## config.mk

```make
export PLATFORM = sky130hd
export DESIGN_NAME = psrrs_top
export DESIGN_NICKNAME = d
export VERILOG_FILES = /design/src/psrrs_pkg.sv /design/src/psrrs_apb_if.sv /design/src/psrrs_regs.sv /design/src/psrrs_top.sv
export SDC_FILE = /design/constraint.sdc
export NUM_CORES = 1
export LEC_CHECK = 0
export ABC_AREA = 1
export BUFFER_PORTS_ARGS = -buffer_cell sky130_fd_sc_hd__clkbuf_2
export CORE_MARGIN = 2
export CORE_UTILIZATION = 35
export CTS_BUF_LIST = sky130_fd_sc_hd__clkbuf_8
export CTS_CLUSTER_SIZE = 16
export DETAILED_ROUTE_END_ITERATION = 7
export HOLD_SLACK_MARGIN = 0.03
export PLACE_DENSITY_LB_ADDON = 0.05
export SYNTH_ARGS = -nofsm -noshare
export SYNTH_HDL_FRONTEND = slang
export SYNTH_SLANG_ARGS = --single-unit
export TNS_END_PERCENT = 1
```

## constraint.sdc

```tcl
create_clock -name core_clk -period 3 [get_ports core_clk]
set_input_delay 0.6 -clock core_clk [delete_from_list [all_inputs] [get_ports core_clk]]
set_output_delay 0.6 -clock core_clk [all_outputs]
set_load 0.02 [all_outputs]
```

## src/psrrs_pkg.sv

```systemverilog
// constants shared by the soft reset and raw status slice
// How it works
// - writes to peripheral reset register change only bits enabled by capability mask two
// - writes to gpio reset register change only bits enabled by capability mask four
// - bits 18,17,16 reset timers two, one, zero; read-write, reset zero
// - bit 12 resets two-wire units, bit 4 sync serial units; reset zero
// - bit 1 resets async serial one, bit 0 async serial zero; reset zero
// - gpio register bits 4 to 0 reset banks e,d,c,b,a; reset zero
// - raw status register is read-only, hardware sets and clears, resets zero
// - raw status bits 6..0 hold lock, limit, osc faults, ldo, brownout, pll fault
package psrrs_pkg;
  localparam logic [11:0] PSRRS_OFF_PERIPH = 12'h044;
  localparam logic [11:0] PSRRS_OFF_GPIO   = 12'h048;
  localparam logic [11:0] PSRRS_OFF_RAW    = 12'h050;
  // implemented bits of each register
  localparam logic [31:0] PSRRS_PERIPH_BITS = 32'h0007_1013;
  localparam logic [31:0] PSRRS_GPIO_BITS   = 32'h0000_001f;
  localparam logic [31:0] PSRRS_RAW_BITS    = 32'h0000_007f;
  localparam logic [31:0] PSRRS_RESET_VAL   = 32'h0000_0000;
  localparam int PSRRS_TMR2_BIT = 18;
  localparam int PSRRS_TMR1_BIT = 17;
  localparam int PSRRS_TMR0_BIT = 16;
  localparam int PSRRS_TWI_BIT  = 12;
  localparam int PSRRS_SSER_BIT = 4;
  localparam int PSRRS_ASYNC_SERIAL_ONE_RESET_BIT = 1;
  localparam int PSRRS_ASYNC_SERIAL_ZERO_RESET_BIT = 0;
  localparam int PSRRS_GPIO_W   = 5;
  localparam int PSRRS_RAW_W    = 7;
endpackage

```

## src/psrrs_apb_if.sv

```systemverilog
// register strobes between the bus slave and the register file
interface psrrs_apb_if;
  logic        wr_stb;
  logic [11:0] addr;
  logic [31:0] wdata;
  logic [31:0] rdata;
  modport slave (output wr_stb, output addr, output wdata, input rdata);
  modport regs  (input wr_stb, input addr, input wdata, output rdata);
endinterface

```

## src/psrrs_regs.sv

```systemverilog
// soft reset control and raw status registers
module psrrs_regs
  import psrrs_pkg::*;
(
  // clock and reset
  input  wire logic                   core_clk,
  input  wire logic                   rst_b,
  // register strobes
  psrrs_apb_if.regs                   rif,
  // capability masks and raw conditions
  input  wire logic [31:0]            capability_mask_two,
  input  wire logic [31:0]            capability_mask_four,
  input  wire logic [PSRRS_RAW_W-1:0] raw_cond,
  // register contents
  output logic [31:0]                 periph_ff,
  output logic [31:0]                 gpio_ff,
  output logic [31:0]                 raw_ff
);
  function automatic logic [31:0] masked_wr(input logic [31:0] old, input logic [31:0] wd,
                                            input logic [31:0] en);
    masked_wr = (old & ~en) | (wd & en);
  endfunction

  logic [31:0] nxt_periph;
  logic [31:0] nxt_gpio;
  assign nxt_periph = masked_wr(periph_ff, rif.wdata,
                                capability_mask_two & PSRRS_PERIPH_BITS);
  assign nxt_gpio   = masked_wr(gpio_ff, rif.wdata,
                                capability_mask_four & PSRRS_GPIO_BITS);

  always_ff @(posedge core_clk or negedge rst_b) begin
    if (!rst_b) begin
      periph_ff <= PSRRS_RESET_VAL;
    end else if (rif.wr_stb && rif.addr == PSRRS_OFF_PERIPH) begin
      periph_ff <= nxt_periph;
    end
  end

  always_ff @(posedge core_clk or negedge rst_b) begin
    if (!rst_b) begin
      gpio_ff <= PSRRS_RESET_VAL;
    end else if (rif.wr_stb && rif.addr == PSRRS_OFF_GPIO) begin
      gpio_ff <= nxt_gpio;
    end
  end

  // hardware-only status, follows the conditions; bus writes are ignored
  always_ff @(posedge core_clk or negedge rst_b) begin
    if (!rst_b) begin
      raw_ff <= PSRRS_RESET_VAL;
    end else begin
      raw_ff <= {{(32-PSRRS_RAW_W){1'b0}}, raw_cond};
    end
  end

  always_comb begin
    unique case (rif.addr)
      PSRRS_OFF_PERIPH: rif.rdata = periph_ff & PSRRS_PERIPH_BITS;
      PSRRS_OFF_GPIO:   rif.rdata = gpio_ff & PSRRS_GPIO_BITS;
      PSRRS_OFF_RAW:    rif.rdata = raw_ff & PSRRS_RAW_BITS;
      default:          rif.rdata = 32'h0000_0000;
    endcase
  end

  a_gated_write: assert property (@(posedge core_clk) disable iff (!rst_b)
    (rif.wr_stb && rif.addr == PSRRS_OFF_PERIPH) |=>
      ((periph_ff ^ $past(periph_ff)) & ~$past(capability_mask_two)) == 32'h0)
    else $error("masked peripheral reset bit changed");
  a_gpio_gated: assert property (@(posedge core_clk) disable iff (!rst_b)
    (rif.wr_stb && rif.addr == PSRRS_OFF_GPIO) |=>
      gpio_ff == ((($past(gpio_ff) & ~$past(capability_mask_four))
                 | ($past(rif.wdata) & $past(capability_mask_four))) & PSRRS_GPIO_BITS))
    else $error("gpio reset write not masked correctly");
  a_periph_hold: assert property (@(posedge core_clk) disable iff (!rst_b)
    !(rif.wr_stb && rif.addr == PSRRS_OFF_PERIPH) |=> $stable(periph_ff))
    else $error("peripheral reset changed without write");
  a_periph_bits: assert property (@(posedge core_clk) disable iff (!rst_b)
    (periph_ff & ~PSRRS_PERIPH_BITS) == 32'h0)
    else $error("unimplemented peripheral bit set");
  a_periph_write: assert property (@(posedge core_clk) disable iff (!rst_b)
    (rif.wr_stb && rif.addr == PSRRS_OFF_PERIPH && capability_mask_two[PSRRS_ASYNC_SERIAL_ZERO_RESET_BIT])
      |=> periph_ff[PSRRS_ASYNC_SERIAL_ZERO_RESET_BIT] == $past(rif.wdata[PSRRS_ASYNC_SERIAL_ZERO_RESET_BIT]))
    else $error("async serial zero bit not written");
  a_gpio_hold: assert property (@(posedge core_clk) disable iff (!rst_b)
    !(rif.wr_stb && rif.addr == PSRRS_OFF_GPIO) |=> $stable(gpio_ff))
    else $error("gpio reset changed without write");
  a_raw_follow: assert property (@(posedge core_clk) disable iff (!rst_b)
    ##1 raw_ff[PSRRS_RAW_W-1:0] == $past(raw_cond))
    else $error("raw status does not follow conditions");
  a_raw_readonly: assert property (@(posedge core_clk) disable iff (!rst_b)
    (rif.wr_stb && rif.addr == PSRRS_OFF_RAW) |=> raw_ff[PSRRS_RAW_W-1:0] == $past(raw_cond))
    else $error("raw status taken a bus write");
  a_raw_upper: assert property (@(posedge core_clk) disable iff (!rst_b)
    raw_ff[31:PSRRS_RAW_W] == '0)
    else $error("raw status reserved bit set");
endmodule

```

## src/psrrs_top.sv

```systemverilog
// apb slave for the soft reset and raw status slice
module psrrs_top
  import psrrs_pkg::*;
(
  // clock and reset
  input  wire logic                    core_clk,
  input  wire logic                    rst_b,
  // apb slave
  input  wire logic                    psel,
  input  wire logic                    penable,
  input  wire logic                    pwrite,
  input  wire logic [11:0]             paddr,
  input  wire logic [31:0]             pwdata,
  output logic [31:0]                  prdata,
  output logic                         pready,
  output logic                         pslverr,
  // capability masks and raw conditions
  input  wire logic [31:0]             capability_mask_two,
  input  wire logic [31:0]             capability_mask_four,
  input  wire logic                    pll_lock_raw,
  input  wire logic                    current_limit_raw,
  input  wire logic                    internal_osc_fault_raw,
  input  wire logic                    main_osc_fault_raw,
  input  wire logic                    regulator_unregulated_raw,
  input  wire logic                    brownout_raw,
  input  wire logic                    pll_fault_raw,
  // peripheral resets, active high
  output logic                         timer_two_reset,
  output logic                         timer_one_reset,
  output logic                         timer_zero_reset,
  output logic                         two_wire_reset,
  output logic                         sync_serial_reset,
  output logic                         async_serial_one_reset,
  output logic                         async_serial_zero_reset,
  output logic [PSRRS_GPIO_W-1:0]      gpio_bank_reset
);
  psrrs_apb_if rif();
  logic [31:0] periph_ff;
  logic [31:0] gpio_ff;
  logic [31:0] raw_ff;
  logic        access;

  assign access     = psel && penable;
  assign pready     = 1'b1;
  assign pslverr    = 1'b0;
  assign rif.wr_stb = access && pwrite;
  assign rif.addr   = paddr;
  assign rif.wdata  = pwdata;
  assign prdata     = (access && !pwrite) ? rif.rdata : 32'h0000_0000;

  psrrs_regs u_regs (
    .core_clk             (core_clk),
    .rst_b                (rst_b),
    .rif                  (rif),
    .capability_mask_two  (capability_mask_two),
    .capability_mask_four (capability_mask_four),
    .raw_cond             ({pll_lock_raw, current_limit_raw, internal_osc_fault_raw,
                            main_osc_fault_raw, regulator_unregulated_raw, brownout_raw,
                            pll_fault_raw}),
    .periph_ff            (periph_ff),
    .gpio_ff              (gpio_ff),
    .raw_ff               (raw_ff)
  );

  // resets held while the control bit is one
  assign timer_two_reset         = periph_ff[PSRRS_TMR2_BIT];
  assign timer_one_reset         = periph_ff[PSRRS_TMR1_BIT];
  assign timer_zero_reset        = periph_ff[PSRRS_TMR0_BIT];
  assign two_wire_reset          = periph_ff[PSRRS_TWI_BIT];
  assign sync_serial_reset       = periph_ff[PSRRS_SSER_BIT];
  assign async_serial_one_reset  = periph_ff[PSRRS_ASYNC_SERIAL_ONE_RESET_BIT];
  assign async_serial_zero_reset = periph_ff[PSRRS_ASYNC_SERIAL_ZERO_RESET_BIT];
  assign gpio_bank_reset         = gpio_ff[PSRRS_GPIO_W-1:0];

  a_reset_follows: assert property (@(posedge core_clk) disable iff (!rst_b)
    (access && pwrite && paddr == PSRRS_OFF_GPIO && capability_mask_four[0])
      |=> gpio_bank_reset[0] == $past(pwdata[0]))
    else $error("gpio bank a reset does not follow write");
endmodule

```

Word level (Yosys, flattened, before mapping)
Index checks and enable logic that the tools add are counted.
{"block": "word_totals", "register_bits": 71, "input_bits": 120, "word_cells": 22, "output_inout_bits": 46}
{"block": "op_classes", "n_mux": 2, "reduce_logical": 6, "eq_ne": 3, "bitwise_logic": 8}
{"operator": "AND 32 bit", "n": 2}
{"operator": "bitwise OR 32 bit", "n": 2}
{"operator": "one-hot mux 19 bit (3 select lines)", "n": 1}
{"operator": "== test 12 x 7 -> 1 bit (second input constant)", "n": 3}
{"operator": "AND 32 x 19 -> 32 bit", "n": 1}
{"operator": "AND 32 x 5 -> 32 bit", "n": 1}
{"operator": "2-to-1 mux 32 bit", "n": 1}
{"operator": "NOT 19 -> 32 bit", "n": 1}
{"operator": "NOT 5 -> 32 bit", "n": 1}
{"operator": "logical AND 1 bit", "n": 5}
{"operator": "zero test 1 bit", "n": 1}

Logic depth before layout (Yosys ltp)
{"block": "logic_depth", "depth_word": 3, "depth_mapped": 10, "depth_no_buf": 9}

Modules after synthesis
Synthesis repeated with hierarchy kept, for this count alone.
{"block": "unflattened", "cells_unflattened": 321, "hier_area_um2": 2237.1}
{"mod": "psrrs_regs", "n_inst": 1, "seq_area_each_um2": 475.5, "cells_per_inst": 246, "area_per_inst_um2": 1844.3}
{"mod": "psrrs_top", "n_inst": 1, "seq_area_each_um2": 0.0, "cells_per_inst": 75, "area_per_inst_um2": 392.9}

Worst setup path after synthesis
Ideal clock, no wire load.
{"block": "synth_path", "path_kind": "input-to-output", "from": "in paddr[1]", "to": "out prdata[2]", "stages": 8, "required_time_ps": 2400, "slack_ps": 902, "arrival_time_ps": 1498, "n_path_buf": 1, "cell_sequence": "nor2_4 > nand2_2 > nor2_4 > buf_6 > nand3_1 > nand2_1 > inv_1 > nor2_1"}
{"block": "synth_via", "elab_chain_len": 3, "word_cells_on_any_way": 5, "cone_classes": "eq/ne (3); mux (2)"}
{"item": "from (decl)", "line": "psrrs_top.sv:12", "source": "input wire logic [11:0] paddr,"}
{"item": "== test 12 x 7 -> 1 bit", "line": "psrrs_regs.sv:57", "source": "unique case (rif.addr)"}
{"item": "one-hot mux 19 bit (3 select lines) *", "line": "psrrs_regs.sv:57"}
{"item": "2-to-1 mux 32 bit *", "line": "psrrs_top.sv:49", "source": "assign prdata = (access && !pwrite) ? rif.rdata : 32'h0000_0000;"}
{"item": "to (decl)", "line": "psrrs_top.sv:14", "source": "output logic [31:0] prdata,"}
Mark *: on every way between the ends. The rest lies on a longest branch, timed or not.

Worst setup path in the final report
{"block": "layout_path", "from": "in paddr[1]", "to": "out prdata[1]"}
The elaborated chain is that of the path after synthesis.

==> results.txt <==
----------------------------------------------------
[Run status]
  Outcome ... complete, no violations

[Worst setup path]
  Largest stage delay on the critical path ... 0.28 ns
  Setup slack, reg-to-reg ... 2.34 ns
  Maximum fanout along the worst path ... 14
  Endpoint type of the worst setup path ... primary output
  CP Cell Sequence ... clkbuf_2 -> nor2_4 -> nand2_2 -> nor2_4 -> nand2_1 -> nor2_1 -> nor2_1 -> nor2_1 -> clkbuf_2
  Launch point of the critical path ... paddr[1]
  Critical setup path kind ... in -> out
  Kind of start point of the critical path ... primary input
  CP Data Arrival Time ... 1.87 ns
  Slowest cell on the critical path ... nor2_4
  Worst Reg-to-Reg Cells ... 2
  Cell occurring most often along the worst timing path ... nor2_1
  Data required time at the worst endpoint ... 2.40 ns

[Synthesis]
  Share of the synthesized area in compound gates (AO/OA/AOI/OAI) ... 2.31%
  Warnings from Yosys ... 0
  Synthesized area divided by synthesized cell count ... 7.27 um^2
  Count of distinct cell types in the synthesized netlist ... 15
  Simple-Gate Fraction of Synth Area ... 39.5%
  Adder and majority gate portion of the synthesized area ... 0%
  Synth Area in XOR/XNOR ... 0%
  Synthesized flop and latch total ... 19
  Largest family of logic cells by synthesized area ... simple AND/OR/NAND/NOR gates
  Sequential area share after synthesis ... 36.5%
  Synthesized instance count ... 179
  Netlist area before placement ... 1300 um^2
  Proportion of synthesized area in mux cells ... 0%

[Placement]
  Buffers added on ports ... 67
  Placed Cells incl. Taps ... 289
  Post-Place Cell Area ... 1570 um^2
  Hpwl dp ... 2540 um
  GPL Wtd Cong ... 0.748

[Final layout]
  Proportion of layout cells with a drive suffix above 1 ... 35.5%
  Commonest non-fill, non-tap cells in the layout ... 67 x clkbuf_2, 42 x nand2_1, 23 x conb_1
  Area growth from synthesis to final layout ... 24.4%
  Count of filler cells inserted in the layout ... 414
  Final Non-Filler Cells ... 293
  Leading cell type in the layout, fill and taps excluded ... clkbuf_2
  Final Cell Area ... 1620 um^2
  Number of nets in the layout ... 366
  Antenna diode count ... 0

[Global routing]
  Overall fraction of global-route tracks in use ... 15.8%
  Total gr overflow ... 0
  Global-route wire length before repair ... 5160 um
  Pin count of the biggest net entering global routing ... 20
  Number of antenna violations at the first check in global routing ... 0
  Vias in the first global route ... 1,202

[Timing]
  Setup skew after layout ... 0 ns
  Period utilisation layout ... 82.5%
  Maximum clock frequency ... 0.404 GHz
  Final setup TNS ... 0 ns
  Setup repair after global routing missed its margin ... no
  Minimum clock period ... 2.47 ns
  Worst-Margin Slew ... 0.696 ns
  Fin. max-slew vios ... 0
  Worst rel slew slack ... 53.5%
  Final setup violation count ... 0
  Count of endpoints failing hold in the final timing report ... 0

[Clock tree]
  Post-CTS Setup Bufs ... 0
  CTS sink count ... 19
  Number of buffers added by the clock tree synthesis step ... 3
  Cells resized by post-CTS repair ... 0
  CTS Buffer Depth ... 2
  H-tree lvl count ... 1
  CTS tree ... done
  Insertion delay to the later sink of the worst-skew pair ... 0.26 ns
  Root buffer cell ... clkbuf_8
  Clock input transition at the sequential cells of the worst setup and hold paths ... 0.08 ns
  Cts-stage hold buffer count ... 0

[Detailed routing]
  Wire length per cell after detailed routing ... 10.8 um
  Total vias in the final route ... 1,241
  Wire length reported by the detailed router ... 3150 um
  DRC ... 0
  Detailed Routing Iterations Pass 1 ... 4
  Number of nets with antenna violations after routing ... 0
  Number of violations reported at the end of detailed-routing iteration 0 ... 28
  Mean number of vias per cell ... 4.24

[Flow run]
  Max-cap violation count ... 0

[Pwr]
  Worst ir drop on vdd ... 0.000279 V
  Leakage power ... 0.885 nW
  Power Density ... 330 nW/um^2

[Die]
  Cell row count ... 22
  Starting utilization of the core area ... 36.1%
  Area of the die ... 4220 um^2
  Die extent in x ... 65.0 um
  Die extent in y ... 65.0 um
  Number of ports placed on the die boundary ... 166
  Std-Cell Core Area ... 3610 um^2

[Worst hold path]
  Tightest Hold Check Type ... in -> async

----------------------------------------------------
-- critical path: cells and delay by family --
kind,cells,cell delay (ns)
AND/OR/NAND/NOR,7,1.01
buffers and inverters,2,0.27
-- power by group --
group | internal (mW) | switching [mW]
combinational | 0.0264 | 0.0588
sequential | 0.261 | 0.00161
clock | 0.0926 | 0.0945
-- worst max-delay path by stage --
stage | endpoint | slack [ns] | cells after the start
5_1_grt | prdata[0] | 0.37 | 9
3_3_place_gp | prdata[1] | 0.48 | 9
6_report | prdata[1] | 0.53 | 9
3_5_place_dp | prdata[1] | 0.49 | 9
2_1_floorplan | prdata[2] | 0.90 | 8
4_1_cts | prdata[1] | 0.48 | 9
-- area by class of cell --
type / instances / area, um^2 / area share [%]
multi-input cells: 136 / 631 / 38.9
flip-flops and latches: 19 / 475 / 29.4
repair buffers: 67 / 335 / 20.7
inverters: 19 / 71.3 / 4.40
well taps: 48 / 60.1 / 3.71
clock buffers: 3 / 41.3 / 2.55
clock inverters: 1 / 5.00 / 0.309
-- per-layer routing --
metal	share of wire, %	track usage, %
met2	44	26.3
met5	0	0
met1	45	20.0
met3	9.6	3.82
met4	1.6	5.05
-- kinds of logic (layout without fill, tap and decap cells) --
logic type,after synthesis,in the layout
compound gates,6,6
buf+inv,45,90
simple gates,107,107
flops,19,19
other cells,2,23
-- per-stage QoR --
stage | util (%) | power [mW] | setup WS (ns) | hold WS [ns]
floorplan | - | 0.334 | 0.902 | 0.304
CTS | 44.9 | 0.542 | 0.482 | 0.322
global placement | 43.6 | 0.352 | 0.479 | 0.494
detailed placement | 43.6 | 0.353 | 0.487 | 0.487
global route | 44.9 | 0.561 | 0.366 | 0.333
finish | 44.9 | 0.535 | 0.526 | 0.300
-- cells in the mapped netlist --
cell      n  share of area, %
buf_4    24                14
buf_6     2               1.7
conb_1    2              0.58
dfrtp_1  19                37
inv_1    17               4.9
inv_2     2              0.58
nand2_1  42                12
nand2_2   4               1.9
nand3_1  18               6.9
nand4_1  12               5.8
nor2_1   21               6.1
nor2_2    5               2.4
nor2_4    5               4.3
o21ai_0   2              0.77
o21ai_1   4               1.5
Power figures use the tool's default switching activity.
